<file path="config.mk">
export PLATFORM = sky130hd
export DESIGN_NAME = tone_gen
export DESIGN_NICKNAME = d
export VERILOG_FILES = /design/src/hdl/tone_pkg.sv /design/src/hdl/tone_wave.sv /design/src/hdl/tone_gen.sv
export SDC_FILE = /design/constraint.sdc
export NUM_CORES = 1
export LEC_CHECK = 0
export BUFFER_PORTS_ARGS = -buffer_cell sky130_fd_sc_hd__buf_2
export CORE_AREA = 5 5 108 110
export CTS_CLUSTER_DIAMETER = 80
export DETAILED_ROUTE_END_ITERATION = 10
export DIE_AREA = 0 0 113 115
export GPL_ROUTABILITY_DRIVEN = 0
export GPL_TIMING_DRIVEN = 0
export PLACE_DENSITY = 0.65
export SETUP_SLACK_MARGIN = 0.1
export SYNTH_ARGS = -nofsm -noshare
export SYNTH_HDL_FRONTEND = slang
export SYNTH_SLANG_ARGS = --single-unit
</file>
<file path="constraint.sdc">
create_clock -name CLK -period 3.38 [get_ports CLK]
set_input_delay 1.014 -clock CLK [delete_from_list [all_inputs] [get_ports CLK]]
set_output_delay 1.014 -clock CLK [all_outputs]
set_load 0.05 [all_outputs]
</file>
<file path="src/hdl/tone_pkg.sv">
// constants shared by the tone generator and its waveform divider
// Contract
// with output enabled, the tone waveform drives the pin continuously.
// output disabled and no burst active keeps the pin low.
// waveform runs free of enable writes; truncated edge pulses are allowed.
// tone is an integer division of the low-speed oscillator rate.
// pitch code 0..7 gives 4096.0 down to 1170.3 Hz.
// duty is high time over whole period.
// level code 0 is level 1 (max duty), code 7 level 8 (min).
// high time is 9-n of 16/20 steps, 13-n of 24/28 steps.
// with fade on, envelope level replaces the level select field.
// fade on adds the envelope to continuous output; off keeps duty fixed.
// envelope starts at level 1 on output start, steps to 8, holds.
// fade restart during envelope output returns duty to level 1.
// envelope step lasts 62.5 ms (select 0) or 125 ms (select 1).
// first envelope step may be up to 4 ms off, free divider.
// burst length selects between exactly two durations.
// burst trigger starts and ends tone aligned to the 256 Hz tick.
// reading the trigger bit shows 1 while a burst is busy.
// burst stop ends a burst early, aligned to the 256 Hz tick.
// trigger during a burst restarts the full duration at next tick.
// bursts use selected pitch and fixed level, never the envelope.
// burst triggers are ignored while continuous output is enabled.
// software must set the pin as output, data 0, pulldown off.
// burst length 1 gives 125 ms, 0 gives 31.25 ms.
// fade restart does nothing without envelope and tone output.
// burst stop does nothing unless a burst is in progress.
// fade restart and burst stop always read back as 0.
// burst lasts 8 ticks (short) or 32 ticks (long) of 256 Hz.
// reset clears all tone control bits to 0.
package tone_pkg;
   // register byte offsets
   localparam logic [7:0] CTRL_OFS = 8'h00;
   localparam logic [7:0] BURST_OFS = 8'h04;
   localparam logic [7:0] PITCH_OFS = 8'h08;
   localparam logic [7:0] LEVEL_OFS = 8'h0C;
   localparam logic [7:0] STATUS_OFS = 8'h10;
   // control register fields
   localparam int CTRL_EN_BIT = 0;
   localparam int CTRL_FADE_BIT = 1;
   localparam int CTRL_RESTART_BIT = 2;
   localparam int CTRL_STEPSEL_BIT = 3;
   // burst register fields
   localparam int BURST_LEN_BIT = 0;
   localparam int BURST_TRIG_BIT = 1;
   localparam int BURST_STOP_BIT = 2;
   // reset values of all control fields
   localparam logic CTRL_RST = 1'b0;
   localparam logic [2:0] CODE_RST = 3'h0;
   // rates: tone steps at twice the 32.768 kHz oscillator
   localparam int OSC_HZ = 32768;
   localparam int STEP_HZ = 2 * OSC_HZ;
   localparam int CLK_HZ = 200000000;
   localparam int TICK_HZ = 256;
   // times in microseconds, as printed
   localparam int ENV_FAST_US = 62500;
   localparam int ENV_SLOW_US = 125000;
   localparam int BURST_SHORT_US = 31250;
   localparam int BURST_LONG_US = 125000;
   // derived step and tick counts
   localparam int TICK_STEPS = STEP_HZ / TICK_HZ;
   localparam int ENV_FAST_STEPS = (STEP_HZ / 64) * ENV_FAST_US / 15625;
   localparam int ENV_SLOW_STEPS = (STEP_HZ / 64) * ENV_SLOW_US / 15625;
   localparam int BURST_SHORT_TICKS = BURST_SHORT_US * TICK_HZ / 1000000;
   localparam int BURST_LONG_TICKS = BURST_LONG_US * TICK_HZ / 1000000;
   localparam logic [12:0] TICK_MASK = 13'(TICK_STEPS - 1);
   localparam logic [12:0] ENV_FAST_MASK = 13'(ENV_FAST_STEPS - 1);
   localparam logic [12:0] ENV_SLOW_MASK = 13'(ENV_SLOW_STEPS - 1);
   // waveform shape: period 16 + 4*code[1:0] steps, high base 8 or 12
   localparam logic [4:0] PERIOD_BASE = 5'h10;
   localparam logic [4:0] HIGH_SHORT = 5'h08;
   localparam logic [4:0] HIGH_LONG = 5'h0C;
   localparam logic [2:0] LEVEL_MIN = 3'h7;
endpackage

</file>
<file path="src/hdl/tone_wave.sv">
// tone waveform divider: pitch sets period, level sets high time
`timescale 1ns/1ps
module tone_wave (
   // clock and reset
   input wire logic clk,
   input wire logic rst,
   // step enable at twice the oscillator rate
   input wire logic step_en,
   // selections
   input wire logic [2:0] pitch,
   input wire logic [2:0] level,
   // waveform
   output logic wave
);
   typedef struct packed {
      logic half;
      logic [4:0] phase;
      logic wave;
   } wave_s;

   wave_s s_q;
   wave_s s_d;
   logic adv;
   logic [4:0] period;
   logic [4:0] high;

   // shape from the selections; pitch 4..7 halve the step rate
   always_comb begin
      period = tone_pkg::PERIOD_BASE + {1'b0, pitch[1:0], 2'b00};
      high = (pitch[1] ? tone_pkg::HIGH_LONG : tone_pkg::HIGH_SHORT)
         - {2'b00, level};
      adv = step_en & (~pitch[2] | s_q.half);
      s_d = s_q;
      if (step_en & pitch[2]) begin
         s_d.half = ~s_q.half;
      end
      // wrap also catches a phase left past a shortened period
      if (adv) begin
         if (s_q.phase >= period - 5'h01) begin
            s_d.phase = 5'h00;
         end else begin
            s_d.phase = s_q.phase + 5'h01;
         end
      end
      s_d.wave = s_d.phase < high;
   end

   // state register
   always_ff @(posedge clk) begin
      if (rst) begin
         s_q <= '0;
      end else begin
         s_q <= s_d;
      end
   end

   assign wave = s_q.wave;
endmodule

</file>
<file path="src/hdl/tone_gen.sv">
// buzzer tone generator with envelope and one-shot burst, APB slave
`timescale 1ns/1ps
module tone_gen #(
   parameter int CLK_HZ = tone_pkg::CLK_HZ
) (
   // clock and reset
   input wire logic CLK,
   input wire logic RST,
   // APB slave
   input wire logic PSEL,
   input wire logic PENABLE,
   input wire logic PWRITE,
   input wire logic [7:0] PADDR,
   input wire logic [31:0] PWDATA,
   output logic [31:0] PRDATA,
   output logic PREADY,
   output logic PSLVERR,
   // tone output pin
   output logic TONE_PIN
);
   typedef struct packed {
      // software controls
      logic tone_output_enable;
      logic fade_on;
      logic fade_step_time_select;
      logic burst_length_select;
      logic [2:0] tone_pitch_select;
      logic [2:0] tone_level_select;
      // oscillator rate accumulator and step pulse
      logic [31:0] acc;
      logic step_en;
      // free-running timebase in steps
      logic [12:0] tb;
      // envelope
      logic enable_prev;
      logic [2:0] env_level;
      logic [5:0] env_cnt;
      // one-shot burst
      logic burst_act;
      logic start_pend;
      logic stop_pend;
      logic [5:0] burst_cnt;
      // pin and bus answer
      logic pin;
      logic pready;
      logic pslverr;
      logic [31:0] prdata;
   } gen_s;

   gen_s s_q;
   gen_s s_d;
   logic wave;
   logic [2:0] eff_level;
   logic [2:0] wave_level;
   logic fade_active;
   logic bus_done;
   logic wr;
   logic rd_setup;
   logic hit;
   logic [31:0] rd_val;
   logic tick256;
   logic env_tick;
   logic [5:0] env_last;
   logic [32:0] acc_sum;
   logic trig_wr;
   logic stop_wr;
   logic restart_wr;
   logic out_start;

   localparam logic [32:0] ACC_STEP = 33'(tone_pkg::STEP_HZ);
   localparam logic [32:0] ACC_MOD = 33'(CLK_HZ);
   // envelope step length in 256 Hz ticks, minus one
   localparam logic [5:0] ENV_FAST_LAST =
      6'(tone_pkg::ENV_FAST_STEPS / tone_pkg::TICK_STEPS - 1);
   localparam logic [5:0] ENV_SLOW_LAST =
      6'(tone_pkg::ENV_SLOW_STEPS / tone_pkg::TICK_STEPS - 1);

   // waveform divider; bursts take the fixed level, never the envelope
   tone_wave u_wave (
      .clk(CLK),
      .rst(RST),
      .step_en(s_q.step_en),
      .pitch(s_q.tone_pitch_select),
      .level(wave_level),
      .wave(wave)
   );

   // envelope only shapes continuous output
   always_comb begin
      fade_active = s_q.fade_on & s_q.tone_output_enable;
      eff_level = fade_active ? s_q.env_level
         : s_q.tone_level_select;
      wave_level = s_q.burst_act ? s_q.tone_level_select
         : eff_level;
   end

   // bus decode; a write lands at the edge that completes the access
   always_comb begin
      bus_done = PSEL & PENABLE & s_q.pready;
      wr = bus_done & PWRITE;
      rd_setup = PSEL & PENABLE & ~s_q.pready;
      hit = (PADDR == tone_pkg::CTRL_OFS) | (PADDR == tone_pkg::BURST_OFS)
         | (PADDR == tone_pkg::PITCH_OFS) | (PADDR == tone_pkg::LEVEL_OFS)
         | (PADDR == tone_pkg::STATUS_OFS);
   end

   // decoded write strobes for the pulse bits
   always_comb begin
      trig_wr = wr & (PADDR == tone_pkg::BURST_OFS)
         & PWDATA[tone_pkg::BURST_TRIG_BIT]
         & ~s_q.tone_output_enable;
      stop_wr = wr & (PADDR == tone_pkg::BURST_OFS)
         & PWDATA[tone_pkg::BURST_STOP_BIT]
         & (s_q.burst_act | s_q.start_pend);
      restart_wr = wr & (PADDR == tone_pkg::CTRL_OFS)
         & PWDATA[tone_pkg::CTRL_RESTART_BIT]
         & fade_active;
   end

   // read mux; pulse-only bits always read as zero
   always_comb begin
      rd_val = 32'h0000_0000;
      unique case (PADDR)
         tone_pkg::CTRL_OFS: begin
            rd_val[tone_pkg::CTRL_EN_BIT] = s_q.tone_output_enable;
            rd_val[tone_pkg::CTRL_FADE_BIT] = s_q.fade_on;
            rd_val[tone_pkg::CTRL_RESTART_BIT] = 1'b0;
            rd_val[tone_pkg::CTRL_STEPSEL_BIT] = s_q.fade_step_time_select;
         end
         tone_pkg::BURST_OFS: begin
            rd_val[tone_pkg::BURST_LEN_BIT] = s_q.burst_length_select;
            rd_val[tone_pkg::BURST_TRIG_BIT] = s_q.burst_act
               | s_q.start_pend;
            rd_val[tone_pkg::BURST_STOP_BIT] = 1'b0;
         end
         tone_pkg::PITCH_OFS: begin
            rd_val[2:0] = s_q.tone_pitch_select;
         end
         tone_pkg::LEVEL_OFS: begin
            rd_val[2:0] = s_q.tone_level_select;
         end
         tone_pkg::STATUS_OFS: begin
            rd_val[2:0] = wave_level;
            rd_val[3] = s_q.burst_act;
            rd_val[4] = s_q.pin;
         end
         default: begin
            rd_val = 32'h0000_0000;
         end
      endcase
   end

   // timebase strobes; envelope steps count ticks from output start,
   // so only the free tick phase shifts the first step, under 4 ms
   always_comb begin
      tick256 = s_q.step_en
         & ((s_q.tb & tone_pkg::TICK_MASK) == tone_pkg::TICK_MASK);
      env_last = s_q.fade_step_time_select ? ENV_SLOW_LAST
         : ENV_FAST_LAST;
      // compare not equal: a rate change mid-step must not wrap
      env_tick = fade_active & tick256
         & (s_q.env_cnt >= env_last);
      out_start = s_q.tone_output_enable & ~s_q.enable_prev;
      acc_sum = {1'b0, s_q.acc} + ACC_STEP;
   end

   // next state
   always_comb begin
      s_d = s_q;

      // fractional divider: average rate of twice the oscillator
      if (acc_sum >= ACC_MOD) begin
         s_d.acc = 32'(acc_sum - ACC_MOD);
         s_d.step_en = 1'b1;
      end else begin
         s_d.acc = acc_sum[31:0];
         s_d.step_en = 1'b0;
      end

      // free-running timebase, never reset by software
      if (s_q.step_en) begin
         s_d.tb = s_q.tb + 13'h0001;
      end

      // bus answer: one wait state, data captured before completion
      s_d.pready = 1'b0;
      if (rd_setup) begin
         s_d.pready = 1'b1;
         s_d.pslverr = ~hit;
         s_d.prdata = PWRITE ? 32'h0000_0000 : rd_val;
      end

      // control, burst, pitch and level register writes
      if (wr & (PADDR == tone_pkg::CTRL_OFS)) begin
         s_d.tone_output_enable = PWDATA[tone_pkg::CTRL_EN_BIT];
         s_d.fade_on = PWDATA[tone_pkg::CTRL_FADE_BIT];
         s_d.fade_step_time_select = PWDATA[tone_pkg::CTRL_STEPSEL_BIT];
      end
      if (wr & (PADDR == tone_pkg::BURST_OFS)) begin
         s_d.burst_length_select = PWDATA[tone_pkg::BURST_LEN_BIT];
      end
      if (wr & (PADDR == tone_pkg::PITCH_OFS)) begin
         s_d.tone_pitch_select = PWDATA[2:0];
      end
      if (wr & (PADDR == tone_pkg::LEVEL_OFS)) begin
         s_d.tone_level_select = PWDATA[2:0];
      end

      // envelope: restart at level 1, step down, hold at level 8
      s_d.enable_prev = s_q.tone_output_enable;
      if (out_start | restart_wr) begin
         s_d.env_level = 3'h0;
         s_d.env_cnt = 6'h00;
      end else if (fade_active & tick256) begin
         s_d.env_cnt = env_tick ? 6'h00 : s_q.env_cnt + 6'h01;
         if (env_tick & (s_q.env_level != tone_pkg::LEVEL_MIN)) begin
            s_d.env_level = s_q.env_level + 3'h1;
         end
      end

      // burst on the 256 Hz tick: start, stop or run out
      if (tick256) begin
         s_d.stop_pend = 1'b0;
         if (s_q.start_pend) begin
            s_d.start_pend = 1'b0;
            s_d.burst_act = 1'b1;
            s_d.burst_cnt = s_q.burst_length_select
               ? 6'(tone_pkg::BURST_LONG_TICKS)
               : 6'(tone_pkg::BURST_SHORT_TICKS);
         end else if (s_q.burst_act
            & (s_q.stop_pend | (s_q.burst_cnt == 6'h01))) begin
            s_d.burst_act = 1'b0;
            s_d.burst_cnt = 6'h00;
         end else if (s_q.burst_act) begin
            s_d.burst_cnt = s_q.burst_cnt - 6'h01;
         end
      end

      // requests after the tick so a same-cycle write is kept
      if (trig_wr) begin
         s_d.start_pend = 1'b1;
         s_d.stop_pend = 1'b0;
      end
      if (stop_wr) begin
         s_d.start_pend = 1'b0;
         s_d.stop_pend = s_d.burst_act | s_q.burst_act;
      end

      // pin gating is not aligned to the waveform, glitches allowed
      s_d.pin = wave & (s_q.tone_output_enable
         | s_q.burst_act);
   end

   // single state register; reset clears every control bit
   always_ff @(posedge CLK) begin
      if (RST) begin
         s_q <= '0;
         s_q.tone_output_enable <= tone_pkg::CTRL_RST;
         s_q.tone_pitch_select <= tone_pkg::CODE_RST;
         s_q.tone_level_select <= tone_pkg::CODE_RST;
      end else begin
         s_q <= s_d;
      end
   end

   // outputs straight from the register
   assign PRDATA = s_q.prdata;
   assign PREADY = s_q.pready;
   assign PSLVERR = s_q.pslverr;
   assign TONE_PIN = s_q.pin;
endmodule

</file>
==> results_dict.tcl <==
set metrics [dict create \
    postLayoutCellArea_um2 5240 \
    postRouteWirelength_um 10800 \
    io-pin-count 80 \
    dieWidth_um 113 \
    cp_max_fo 9 \
    clkTransAtPathRegs_ns 0.08 \
    min_to "PRDATA[3]" \
    switchingPower_uw 1210 \
    ys_seq_area_share_pct 32.7 \
    switching_share_pct 39.8 \
    endpoint_kind "flop" \
    dp.cells 757 \
    drv_slew 0 \
    cts_max_path_buffers 2 \
    fin_crit_ns 3.01 \
    synth_ff_type "dfxtp_1" \
    grt_pass1_vias 3799 \
    fmax_mhz 333 \
    clk_latency_ns 0.35 \
    die_h_um 115 \
    hold_path_depth 2 \
    multi_input_area_um2 2780 \
    dr_total_vias 4131 \
    num_antenna_cells 0 \
    worstMarginPinSlew_ns 0.672 \
    wl_per_cell_um 13.9 \
    seq_area_um2 1520 \
    r2r_cells 10 \
    hpwlAfterDp_um 7930 \
    grt_max_degree 14 \
    n_fill_cell 1045 \
    skew_ns 0.00796 \
    setup_viol 0 \
    worstHoldStart "PRDATA[3]" \
    num-nets-final 694 \
    first_iter_violations 259 \
    power_uw 3040 \
    status "completed" \
    period_share_pct 89.0 \
    max-slew-margin-rel_pct 54.8 \
    grt_use_total_pct 17.0 \
    remaining_drc_errors 0 \
    avgSynthCellArea_um2 8.18 \
    synth_seq_cells 76 \
    critical_path_buf_inv_count 2 \
    synthTopCellsByArea "dfxtp_1, ha_1, buf_4, nor2_1, a21oi_1" \
    reg2reg_from "s_q[84]" \
    dpl_cell_area_um2 5040 \
    cts_buffers 9 \
    syn-instance-count 569 \
    fin_ws_ns 0.372 \
    synthArstFlopShare_pct 0 \
    slowest_stage "mux2_1" \
    fp-row-count 38 \
    crit_family "simple AND/OR/NAND/NOR gates" \
    cp-start-kind "flop" \
    coreArea_um2 10600 \
    maxCapViolCount 0 \
    synth_area_um2 4650 \
    p_comb_share_pct 39.7 \
    layout-drive-gt1-share_pct 15.2 \
    yosysTopAreaCellShare_pct 32.7 \
    critPathArrivalTime_ns 3.26 \
    tritoncts "built" \
    setup-tns-final_ns 0 \
    dp_worst_setup_slack_ns 0.0519 \
    seqPwrFrac_pct 36.6 \
    grt_pass1_wl_um 18100 \
    reg2reg_to "s_q[81]" \
    ctsHtreeMaxLevel 3 \
    p_leak_uw 0.00214 \
    numClockSinks 76 \
    antenna_found_initial 0 \
    rsz0062_at_grt "no" \
    path_class "flop to flop" \
    yosysWarnings 0 \
    initial_core_util_pct 43.9 \
    hp-class "flop to flop" \
    area_growth_pct 12.7 \
    final_common_cell "dfxtp_1" \
    worstPathCellList "buf_2, inv_1, ha_1, nor4bb_1, o21ai_0, a32oi_1, nand4_1, o211a_2, nor4_1, mux2_1" \
    yosysTopAreaCell "dfxtp_1" \
    power.share.clock_pct 23.8 \
    required_ns 3.63 \
    ir_drop_mv 0.244 \
    p_int_uw 1830 \
    first_pass_iters 5 \
    most-common-layout-cells "dfxtp_1, nor2_1, nand2_1" \
    portBuffers 22 \
    synth.distinct_cells 77 \
    cts.root.buffer_cell "clkbuf_8" \
    via_per_inst 5.34 \
    p_per_area_nw_per_um2 581 \
    fin_cells 773 \
    synth-edff-count 0 \
    critPathMaxStageDelay_ns 0.35 \
    dieArea_um2 13000 \
    drtAntennaViolNets 0 \
    hold_viol 0 \
    reg2reg_slack_ns 0.37 \
    grt_overflow 0 \
]
state kept, by name (all words and copies together), names as in the netlist:
name,cells
PRDATA,5
u_wave.wave,1
s_d,1
TONE_PIN,1
u_wave.s_q,6
s_q,60
PREADY,1
PSLVERR,1
worst register-to-register path: cells and delay by family, from the launching register on:
family	cells	cell delay, ns
buffers and inverters	2	0.29
multiplexers	1	0.35
AND/OR/NAND/NOR	3	0.85
adder cells (fa/ha/maj)	1	0.33
flip-flops	1	0.34
AO/OA/AOI/OAI	3	0.74
how the worst max path moves through the flow:
stage	startpoint	to	cells after the start
global route	s_q[84]	s_q[81]	10
floorplan	PADDR[1]	s_q[49]	7
CTS	s_q[84]	s_q[78]	11
detailed placement	PADDR[1]	s_q[49]	8
finish	s_q[84]	s_q[81]	10
global placement	PADDR[1]	s_q[49]	8
metal layers:
| layer | GRT usage (%) | up-vias | routed length, µm |
|---|---|---|---|
| li1 | - | 2090 | - |
| met4 | 6.41 | 0 | 198 |
| met1 | 22.7 | 1909 | 5080 |
| met2 | 27.3 | 115 | 4940 |
| met5 | 0 | - | 0 |
| met3 | 3.47 | 17 | 552 |
synth_stat cells (all sizes together) (4+ instances only):
| master | n |
|---|---|
| buf | 39 |
| dfxtp | 76 |
| inv | 24 |
| o21ai | 24 |
| mux2i | 16 |
| nor4 | 6 |
| nand4 | 8 |
| nand3 | 21 |
| clkbuf | 19 |
| and3 | 10 |
| ha | 21 |
| nor3 | 28 |
| xor2 | 12 |
| a22oi | 7 |
| nor2b | 12 |
| nand2 | 41 |
| nand3b | 5 |
| a211oi | 7 |
| or4 | 5 |
| or3 | 5 |
| nor2 | 61 |
| a21oi | 34 |
| mux2 | 4 |
| a21o | 9 |
| xnor2 | 18 |
| o21a | 5 |
stage by stage:
stage	utilization (%)	hold slack [ns]
2_1_floorplan	-	0.432
3_3_place_gp	47.5	0.442
3_5_place_dp	47.5	0.454
4_1_cts	49.4	0.466
5_1_grt	49.4	0.483
6_report	49.4	0.464
cell families after synthesis:
| family | Yosys count | share of synthesized area [%] |
|---|---|---|
| fa+ha+maj | 21 | 5.65 |
| buf+inv | 82 | 9.73 |
| flops | 76 | 32.7 |
| mux | 21 | 4.97 |
| simple gates | 218 | 24.0 |
| compound gates | 120 | 17.2 |
| xor+xnor | 30 | 5.65 |
| other cells | 1 | 0.0806 |
power by group through the flow:
stage	clock [µW]	combinational, µW	sequential (µW)
after floorplan	0	936	1110
after global placement	0	1150	1130
after detailed placement	0	1180	1130
after CTS	741	1190	1110
after global routing	788	1340	1130
final	723	1210	1110
cell type report:
class	count	area share, %
multi-input combinational	437	53.0
buffer	58	6.95
sequential	76	29.0
clock buffer	11	2.70
inverter	24	1.72
clock inverter	5	1.15
timing repair buffer	22	2.10
tap	140	3.34
what timing repair did:
action | CTS | global route
hold buffers | 0 | 0
buffers inserted | 0 | 0
endpoints found under the setup margin | 0 | 10
gates resized for setup | 0 | 3
Power figures use the tool's default switching activity.
